**config.mk**
```make
export PLATFORM = sky130hd
export DESIGN_NAME = card_detect_window
export DESIGN_NICKNAME = d
export VERILOG_FILES = /design/src/card_detect_pkg.sv /design/src/card_detect_compare.sv /design/src/card_detect_window.sv
export VERILOG_INCLUDE_DIRS = /design/src
export SDC_FILE = /design/constraint.sdc
export NUM_CORES = 1
export LEC_CHECK = 0
export ABC_AREA = 1
export ABC_CLOCK_PERIOD_IN_PS = 2100
export CORE_ASPECT_RATIO = 0.75
export CORE_MARGIN = 2
export CORE_UTILIZATION = 30
export CTS_CLUSTER_SIZE = 14
export DETAILED_ROUTE_END_ITERATION = 10
export DONT_BUFFER_PORTS = 1
export PLACE_DENSITY = 0.51
export SYNTH_ARGS = -nofsm -noshare
export SYNTH_HDL_FRONTEND = slang
export SYNTH_SLANG_ARGS = --single-unit
export TNS_END_PERCENT = 30
```
**constraint.sdc**
```tcl
create_clock -name clk -period 2.1 [get_ports clk]
set_clock_uncertainty 0.05 [all_clocks]
set_input_delay 0.105 -clock clk [delete_from_list [all_inputs] [get_ports clk]]
set_output_delay 0.105 -clock clk [all_outputs]
set_load 0.01 [all_outputs]
```
**src/card_detect_map.svh**
```systemverilog
/*
 register offsets, field positions and reset values of the low-power card detect window.
 assumes byte offsets derived as four times the printed register index on a 32-bit avalon bus.
*/
`ifndef CARD_DETECT_MAP_SVH
`define CARD_DETECT_MAP_SVH

// printed register indices
`define IDX_Q_LOWER_BORDER   8'h3f
`define IDX_Q_UPPER_BORDER   8'h40
`define IDX_I_LOWER_BORDER   8'h41
`define IDX_I_RESULT         8'h42
`define IDX_Q_RESULT         8'h43
`define IDX_IRQ_STATUS       8'h50
`define IDX_IRQ_ENABLE       8'h51
`define IDX_IRQ_CLEAR        8'h52

// byte addresses
`define ADDR_Q_LOWER_BORDER  10'h0fc
`define ADDR_Q_UPPER_BORDER  10'h100
`define ADDR_I_LOWER_BORDER  10'h104
`define ADDR_I_RESULT        10'h108
`define ADDR_Q_RESULT        10'h10c
`define ADDR_IRQ_STATUS      10'h140
`define ADDR_IRQ_ENABLE      10'h144
`define ADDR_IRQ_CLEAR       10'h148

// fields
`define BORDER_LSB           0
`define BORDER_MSB           5
`define IUB_HI_LSB           6
`define SUPPRESS_BIT         6
`define CARD_DETECT_BIT      0
`define IRQ_BITS             1

// reset values
`define BORDER_REG_RESET     8'h00
`define RESULT_RESET         6'h00
`define IRQ_ENABLE_RESET     1'h0
`define UNMAPPED_READ        32'h00000000

`endif

```
**src/card_detect_pkg.sv**
```systemverilog
/*
 types shared by the card detect window.
 assumes nothing of its surroundings.
*/
package card_detect_pkg;
    typedef logic [5:0] meas_t;
    typedef enum logic [1:0]
    {
        bus_idle  = 2'b00,
        bus_reply = 2'b01
    } bus_state_t;
endpackage : card_detect_pkg

```
**src/card_detect_compare.sv**
```systemverilog
/*
 border comparison for one detection result.
 assumes the borders and values are stable while the strobe is high.
*/
`timescale 1ns/1ns
`default_nettype none
module card_detect_compare
(
    // measured values
    input  wire card_detect_pkg::meas_t i_value,
    input  wire card_detect_pkg::meas_t q_value,
    // borders
    input  wire card_detect_pkg::meas_t i_lower_border,
    input  wire card_detect_pkg::meas_t i_upper_border,
    input  wire card_detect_pkg::meas_t q_lower_border,
    input  wire card_detect_pkg::meas_t q_upper_border,
    // verdict
    output logic                        out_of_band
);
    // unsigned compare, shared by every border check
    function automatic logic above(input card_detect_pkg::meas_t v, input card_detect_pkg::meas_t b);
        above = (v > b);
    endfunction : above

    always_comb
    begin
        out_of_band = above(i_value, i_upper_border)
                    | above(q_value, q_lower_border)
                    | above(q_value, q_upper_border)
                    | above(i_lower_border, i_value);
    end
endmodule : card_detect_compare
`default_nettype wire

```
**src/card_detect_window.sv**
```systemverilog
/*
 low-power card detect threshold and result block with avalon-mm register slave and interrupt.
 assumes the measurement front end pulses meas_done for one clock with the values valid,
 and pulses run_start when a new detection run begins.
*/
// Implementation choice: register access over Avalon-MM.
`timescale 1ns/1ns
`default_nettype none
`include "card_detect_map.svh"

// Notes on behaviour
// - i upper border assembled from top two bits of three border registers
// - i value above i upper border raises the card detect flag
// - q value above q lower border raises the flag, polarity as printed
// - q value above q upper border raises the flag
// - i value below i lower border raises the flag
// - i result readable in bits 5:0, bits 7:6 read zero
// - q result readable in bits 5:0, bit 7 reads zero
// - suppress bit blocks further detect interrupts until next run starts
module card_detect_window
(
    // clock and reset
    input  wire logic        clk,
    input  wire logic        rst_n,
    // avalon-mm slave
    input  wire logic [9:0]  address,
    input  wire logic        read,
    input  wire logic        write,
    input  wire logic [31:0] writedata,
    input  wire logic [3:0]  byteenable,
    output logic      [31:0] readdata,
    output logic             waitrequest,
    // measurement front end
    input  wire logic        run_start,
    input  wire logic        meas_done,
    input  wire logic [5:0]  meas_i,
    input  wire logic [5:0]  meas_q,
    // interrupt
    output logic             irq
);
    logic                        rst_sync1;
    logic                        rst_sync_n;
    logic [7:0]                  q_lower_border_reg;
    logic [7:0]                  q_upper_border_reg;
    logic [7:0]                  i_lower_border_reg;
    card_detect_pkg::meas_t      i_last_result;
    card_detect_pkg::meas_t      q_last_result;
    logic                        detect_irq_suppress;
    logic [`IRQ_BITS-1:0]        irq_status_first;
    logic [`IRQ_BITS-1:0]        irq_enable;
    card_detect_pkg::meas_t      i_upper_border;
    logic                        out_of_band;
    logic                        detect_event;
    card_detect_pkg::bus_state_t bus_state;
    card_detect_pkg::bus_state_t next_bus_state;
    logic                        wr_take;
    logic                        rd_take;
    logic                        lane0;
    logic [31:0]                 next_readdata;

    // reset release through two flops
    always_ff @(posedge clk or negedge rst_n)
    begin
        if (!rst_n)
        begin
            rst_sync1  <= 1'b0;
            rst_sync_n <= 1'b0;
        end
        else
        begin
            rst_sync1  <= 1'b1;
            rst_sync_n <= rst_sync1;
        end
    end

    // one wait cycle per access: request is seen, then answered
    always_ff @(posedge clk or negedge rst_sync_n)
    begin
        if (!rst_sync_n)
            bus_state <= card_detect_pkg::bus_idle;
        else
            bus_state <= next_bus_state;
    end

    always_comb
    begin
        case (bus_state)
            card_detect_pkg::bus_idle:
                next_bus_state = (read | write) ? card_detect_pkg::bus_reply : card_detect_pkg::bus_idle;
            card_detect_pkg::bus_reply:
                next_bus_state = card_detect_pkg::bus_idle;
            default:
                next_bus_state = card_detect_pkg::bus_idle;
        endcase
    end

    assign waitrequest = (read | write) & (bus_state != card_detect_pkg::bus_reply);
    assign wr_take     = write & (bus_state == card_detect_pkg::bus_reply);
    assign rd_take     = read & (bus_state == card_detect_pkg::bus_reply);
    assign lane0       = byteenable[0];

    // border registers
    always_ff @(posedge clk or negedge rst_sync_n)
    begin
        if (!rst_sync_n)
        begin
            q_lower_border_reg <= `BORDER_REG_RESET;
            q_upper_border_reg <= `BORDER_REG_RESET;
            i_lower_border_reg <= `BORDER_REG_RESET;
        end
        else if (wr_take && lane0)
        begin
            if (address == `ADDR_Q_LOWER_BORDER)
                q_lower_border_reg <= writedata[7:0];
            if (address == `ADDR_Q_UPPER_BORDER)
                q_upper_border_reg <= writedata[7:0];
            if (address == `ADDR_I_LOWER_BORDER)
                i_lower_border_reg <= writedata[7:0];
        end
    end

    assign i_upper_border = {q_lower_border_reg[7:6], q_upper_border_reg[7:6], i_lower_border_reg[7:6]};

    card_detect_compare u_compare
    (
        .i_value        (meas_i),
        .q_value        (meas_q),
        .i_lower_border (i_lower_border_reg[`BORDER_MSB:`BORDER_LSB]),
        .i_upper_border (i_upper_border),
        .q_lower_border (q_lower_border_reg[`BORDER_MSB:`BORDER_LSB]),
        .q_upper_border (q_upper_border_reg[`BORDER_MSB:`BORDER_LSB]),
        .out_of_band    (out_of_band)
    );

    // results captured only at measurement completion
    always_ff @(posedge clk or negedge rst_sync_n)
    begin
        if (!rst_sync_n)
        begin
            i_last_result <= `RESULT_RESET;
            q_last_result <= `RESULT_RESET;
        end
        else if (meas_done)
        begin
            i_last_result <= meas_i;
            q_last_result <= meas_q;
        end
    end

    // suppress: software sets, a new run clears; a write in the run_start cycle wins
    always_ff @(posedge clk or negedge rst_sync_n)
    begin
        if (!rst_sync_n)
            detect_irq_suppress <= 1'b0;
        else if (wr_take && lane0 && address == `ADDR_Q_RESULT)
            detect_irq_suppress <= writedata[`SUPPRESS_BIT];
        else if (run_start)
            detect_irq_suppress <= 1'b0;
    end

    assign detect_event = meas_done & out_of_band & ~detect_irq_suppress;

    // sticky status: set wins over clear
    always_ff @(posedge clk or negedge rst_sync_n)
    begin
        if (!rst_sync_n)
            irq_status_first <= '0;
        else
        begin
            if (wr_take && lane0 && address == `ADDR_IRQ_CLEAR)
                irq_status_first[`CARD_DETECT_BIT] <= 1'b0;
            if (detect_event)
                irq_status_first[`CARD_DETECT_BIT] <= 1'b1;
        end
    end

    always_ff @(posedge clk or negedge rst_sync_n)
    begin
        if (!rst_sync_n)
            irq_enable <= `IRQ_ENABLE_RESET;
        else if (wr_take && lane0 && address == `ADDR_IRQ_ENABLE)
            irq_enable <= writedata[`IRQ_BITS-1:0];
    end

    assign irq = |(irq_status_first & irq_enable);

    // read mux; reserved bits and unmapped addresses read zero
    always_comb
    begin
        next_readdata = `UNMAPPED_READ;
        case (address)
            `ADDR_Q_LOWER_BORDER: next_readdata = {24'h000000, q_lower_border_reg};
            `ADDR_Q_UPPER_BORDER: next_readdata = {24'h000000, q_upper_border_reg};
            `ADDR_I_LOWER_BORDER: next_readdata = {24'h000000, i_lower_border_reg};
            `ADDR_I_RESULT:       next_readdata = {26'h0000000, i_last_result};
            `ADDR_Q_RESULT:       next_readdata = {25'h0000000, detect_irq_suppress, q_last_result};
            `ADDR_IRQ_STATUS:     next_readdata = {31'h00000000, irq_status_first};
            `ADDR_IRQ_ENABLE:     next_readdata = {31'h00000000, irq_enable};
            default:              next_readdata = `UNMAPPED_READ;
        endcase
    end

    // readdata registered in the wait cycle so it stands at the accepting edge
    always_ff @(posedge clk or negedge rst_sync_n)
    begin
        if (!rst_sync_n)
            readdata <= '0;
        else if (read && bus_state == card_detect_pkg::bus_idle)
            readdata <= next_readdata;
        else if (rd_take)
            readdata <= readdata;
    end
endmodule : card_detect_window
`default_nettype wire

```
* Yosys cells after proc, flatten, opt, wreduce, memory -nomap -nowiden
Cells that the tools add are included.
** Word-level totals
- Register bits :: 75
- Input bits :: 64
- Output and inout bits :: 34
- Word-level logic and storage cells :: 54
** Cells by class
- $lt $le $gt $ge :: 4
- Equal/unequal tests :: 10
- Mux-type cells :: 7
- Bitwise gates (word level) :: 10
- Reduce and logical (&&, ||, !) cells :: 11
** Operators by type and width (count)
- $eq 10x9->1 const B :: 7
- $pmux 8 s7 :: 1
- $gt 6x6->1 :: 4
- $eq 10x8->1 const B :: 1
- $mux 1 :: 6
- $reduce_and 2->1 :: 3
- $and 1x1->1 :: 5
- $logic_and 1x1->1 :: 5
- $or 1x1->1 :: 4
- $reduce_bool 2->1 :: 2
- $eq 2x1->1 const B :: 1
- $logic_not 2->1 :: 1
- $ne 2x1->1 const B :: 1
- $not 1->1 :: 1

* Depth between registers and ports, before layout
- Depth in word-level cells :: 7
- Depth in mapped cells :: 11
- Mapped depth without buffers :: 11

* Cells and area by module
From an unflattened synthesis, not the netlist that was laid out.
** Unflattened totals
- Cell total of the unflattened synthesis :: 423
- Area, all modules :: 3296.9 um^2
** By module, submodules not included
- card_detect_window :: times used 1, cells an instance 303, area an instance 2613.8 um^2, sequential area each 1251.2 um^2
- card_detect_compare :: times used 1, cells an instance 120, area an instance 683.2 um^2, sequential area each 0.0 um^2

* Worst setup path after synthesis
No wires, ideal clock.
- Path type :: register -> register
- Start point :: register q_lower_border_reg[5]
- End point :: register irq_status_first
- Library setup time :: 123 ps
- Arrival :: 1213 ps
- Required time :: 1927 ps
- Path slack :: 714 ps
- Stages on the path, launching flop included :: 10
- Path through :: dfrtp_1 > inv_1 > ha_1 > nand2_1 > nor2_1 > nand3_1 > nand2_1 > nand2_1 > o21ai_0 > nand2_1
** On the way
- Cells in the longest elaborated chain, start to end :: 7
- Elaborated cells on any way between the ends :: 8
** RTL lines
- start, declared :: line card_detect_window.sv:43 : logic [7:0] q_lower_border_reg;
- start signal, assigned :: line card_detect_window.sv:107 : q_lower_border_reg <= `BORDER_REG_RESET;
- start signal, assigned :: line card_detect_window.sv:114 : q_lower_border_reg <= writedata[7:0];
- $gt 6x6->1 (*) :: line card_detect_compare.sv:22 : above = (v > b);
- $or 1x1->1 (*) :: line card_detect_compare.sv:28 : | above(q_value, q_lower_border)
- $or 1x1->1 (*) :: line card_detect_compare.sv:29 : | above(q_value, q_upper_border)
- $or 1x1->1 (*) :: line card_detect_compare.sv:30 : | above(i_lower_border, i_value);
- $and 1x1->1 (*) (2 in a row) :: line card_detect_window.sv:161 : assign detect_event = meas_done & out_of_band & ~detect_irq_suppress;
- $mux 1 / $reduce_bool 2->1 (equally long branches)
- end signal, assigned :: line card_detect_window.sv:167 : irq_status_first <= '0;
- end signal, assigned by index :: line card_detect_window.sv:171 : irq_status_first[`CARD_DETECT_BIT] <= 1'b0;
- end signal, assigned by index :: line card_detect_window.sv:173 : irq_status_first[`CARD_DETECT_BIT] <= 1'b1;
- end, declared :: line card_detect_window.sv:49 : logic [`IRQ_BITS-1:0] irq_status_first;
Mark *: on every way between the ends. The rest lies on a longest branch, timed or not.
A chain may end at the register's enable or synchronous reset.

* Final worst setup path
- Start point :: input meas_i[5]
- End point :: register irq_status_first
** On the way
- Cells in the longest elaborated chain, start to end :: 7
- Elaborated cells on any way between the ends :: 9
** RTL lines
- start, declared :: line card_detect_window.sv:36 : input wire logic [5:0] meas_i,
- $gt 6x6->1 :: line card_detect_compare.sv:22
- $or 1x1->1 :: line card_detect_compare.sv:28
- $or 1x1->1 :: line card_detect_compare.sv:29
- $or 1x1->1 (*) :: line card_detect_compare.sv:30
- $and 1x1->1 (*) (2 in a row) :: line card_detect_window.sv:161
- $mux 1 / $reduce_bool 2->1 (equally long branches)
Marks and branches as above.

==> results.yml <==
status:
  status: "finished, violations left"
  violations: "negative hold slack"
die:
  die_x_um: 125
  ios: 98
  num_rows: 33
  initial_utilization: 0.305
  die-area_mm2: 0.0119
  fp.dieH_um: 95.0
  fp.coreArea_mm2: 0.0109
clocking:
  postCtsSetupRepairBufs: 0
  ctsResizeCount: 0
  clockBufferDepth: 2
  cts_max_level: 2
  cts_tree: "done"
  cts_buffers: 5
  cts.clk_slew.worst_paths_ns: 0.07
  worst_skew_pair.late_latency_ns: 0.29
  root_buffer: "clkbuf_16"
  cts_sinks: 50
synthesis:
  synth_common_cells: "nand2_1, inv_1, dfrtp_1"
  synth_top_flop_cell: "dfrtp_1"
  async_flop_share: 1.00
  syn-cell-area_mm2: 0.00332
  yosysTopAreaCell: "dfrtp_1"
  synthCells: 421
  netlist-cell-type-count: 28
  yosysSeqAreaShare: 0.377
  synthMostInstantiatedCell: "nand2_1"
  syn_avg_cell_area_um2: 7.88
  yosys_warnings: 0
  synth_top_area_frac: 0.377
  synth_edf_count: 0
  synth_area_leaders: "dfrtp_1, nand2_1, ha_1"
  synth-seq-cells: 50
timing:
  fin_crit_sh: 0.828
  hold_violations: 1
  drv_slew: 0
  timing.hold.ws_ns: -0.00179
  worstMarginPinSlew_ns: 0.635
  tns_ns: 0
  fmax_mhz: 575
  relSlewSlack: 0.576
  setup_viol: 0
  rsz0062_at_grt: "no"
  period_minus_slack_ns: 1.74
cells_and_area:
  finalNetCount: 533
  drive_above_1_share: 0.128
  fin_cells: 585
  regArea_mm2: 0.00125
  fillers: 1134
  antenna_cells: 0
  area_growth_pct: 12.1
  fin_util: 0.342
  multi_input_area_mm2: 0.00167
setup_path:
  critPathLaunchType: "input port"
  end_kind: "register"
  crit_required_ns: 2.22
  worstPathArrival_ns: 1.86
  crit_type: "in -> reg"
  cpMaxStageDelayCell: "dlygate4sd3_1"
  slowest_delay_ns: 0.54
  worstPathCellList: "dlygate4sd3_1, inv_1, ha_1, nand2_1, nor2_1, nand3_1, nand2_1, nand2_1, o21ai_0, nand2_1"
  crit_top_cell: "nand2_1"
  cp_max_fo: 3
detailed_routing:
  wl_per_cell_um: 14.2
  drtIter0Drc: 187
  viasPerCell: 4.47
  drc: 0
  final_antenna_net_count: 0
  drt_wl_total_um: 8300
  dr.pass1.iters: 4
  vias: 2616
power:
  leakage_nw: 1.86
  irDropWorstVdd_mv: 0.262
  p_sw_frac: 0.262
  power_frac_seq: 0.493
  p_int_mw: 1.51
  pwr-share-comb: 0.116
  p_per_area_mw_per_mm2: 549
  p_switching_mw: 0.534
  p_clk_frac: 0.392
global_route:
  grt_use_total: 0.148
  overflow: 0
  grt_pass1_wl_um: 13700
  grt_pass1_vias: 2585
  antenna_found_initial: 0
  grt_max_degree: 49
worst_hold_path:
  holdCritPathClass: "in -> reg"
placed_design:
  place_congestion: 0.799
  placed_cells: 556
  port_buffers: 0
  dp_hpwl_um: 6520
run:
  max_cap_viol_count: 0
-- cells by family after synthesis --
kind of cell	share of synthesized area
other	0.00226
flip-flops	0.377
adder cells (fa/ha/maj)	0.0906
buffers and inverters	0.146
AND/OR/NAND/NOR	0.269
AO/OA/AOI/OAI	0.115
-- layout make-up --
class,count,area share
multi-input combinational,300,0.448
sequential,50,0.337
tap,140,0.0471
inverter,62,0.0633
clock inverter,1,0.00202
clock buffer,6,0.0347
timing repair buffer,26,0.0673
-- routing by layer --
metal,GRT usage,vias to the layer above,share of wire
met2,0.231,66,0.44
met1,0.212,1195,0.49
met4,0.0306,0,0.0067
met3,0.0325,5,0.064
li1,-,1350,-
met5,0,-,0
-- final timing paths --
| check | start | end | slack, ns | depth (start not counted) |
|---|---|---|---|---|
| hold reg to reg | rst_sync_n$_DFF_PN0_ | q_upper_border_reg[2]$_DFFE_PN0P_ | 0.31 | 1 |
| setup reg to reg | q_lower_border_reg[5]$_DFFE_PN0P_ | irq_status_first$_DFFE_PN0P_ | 0.38 | 9 |
| max in group asynchronous | rst_sync_n$_DFF_PN0_ | q_last_result[2]$_DFFE_PN0P_ | 1.25 | 1 |
| hold / removal | meas_q[0] | q_last_result[0]$_DFFE_PN0P_ | -0.002 | 2 |
| setup / recovery | meas_i[5] | irq_status_first$_DFFE_PN0P_ | 0.36 | 10 |
| min in group asynchronous | rst_sync_n$_DFF_PN0_ | q_upper_border_reg[2]$_DFFE_PN0P_ | 0.31 | 1 |
-- placed cells by master, fill, tap and decap left out, drive strengths merged, types with 2 or more instances in the layout --
cell type and instances:
clkbuf 6, nand4 7, dfrtp 50, dlygate4sd3 22, ha 24, nand3 45, conb 25, o21bai 2
nor2 26, a21oi 4, o21ai 48, nand2 114, buf 4, inv 62
-- power by group through the flow --
stage                     clock network [mW]  registers [mW]  logic [mW]
after floorplan                            0            1.03       0.181
after global placement                     0            1.02       0.198
after detailed placement                   0            1.02       0.203
after CTS                              0.809            1.01       0.239
after global routing                   0.849            1.01       0.272
final                                  0.799            1.01       0.236
-- what timing repair did --
action / CTS / global route
endpoints found under the hold margin: 25 / 1
hold buffers: 21 / 1
setup endpoints to repair: 0 / 0
-- critical path: cells and delay by family --
family | cells | cell delay [ns]
buffers and inverters | 2 | 0.62
adders and majority gates | 1 | 0.32
and+or+nand+nor | 6 | 0.56
AOI/OAI and AO/OA | 1 | 0.26
-- metrics by stage --
stage / total power, mW / worst slack, ns / cell area [um^2]
2_1_floorplan: 1.21 / 0.555 / 3400
3_3_place_gp: 1.22 / 0.406 / 3360
3_5_place_dp: 1.23 / 0.354 / 3360
4_1_cts: 2.05 / 0.366 / 3710
5_1_grt: 2.13 / 0.265 / 3720
6_report: 2.04 / 0.361 / 3720
Note: power is estimated with default switching activity, not from simulation.
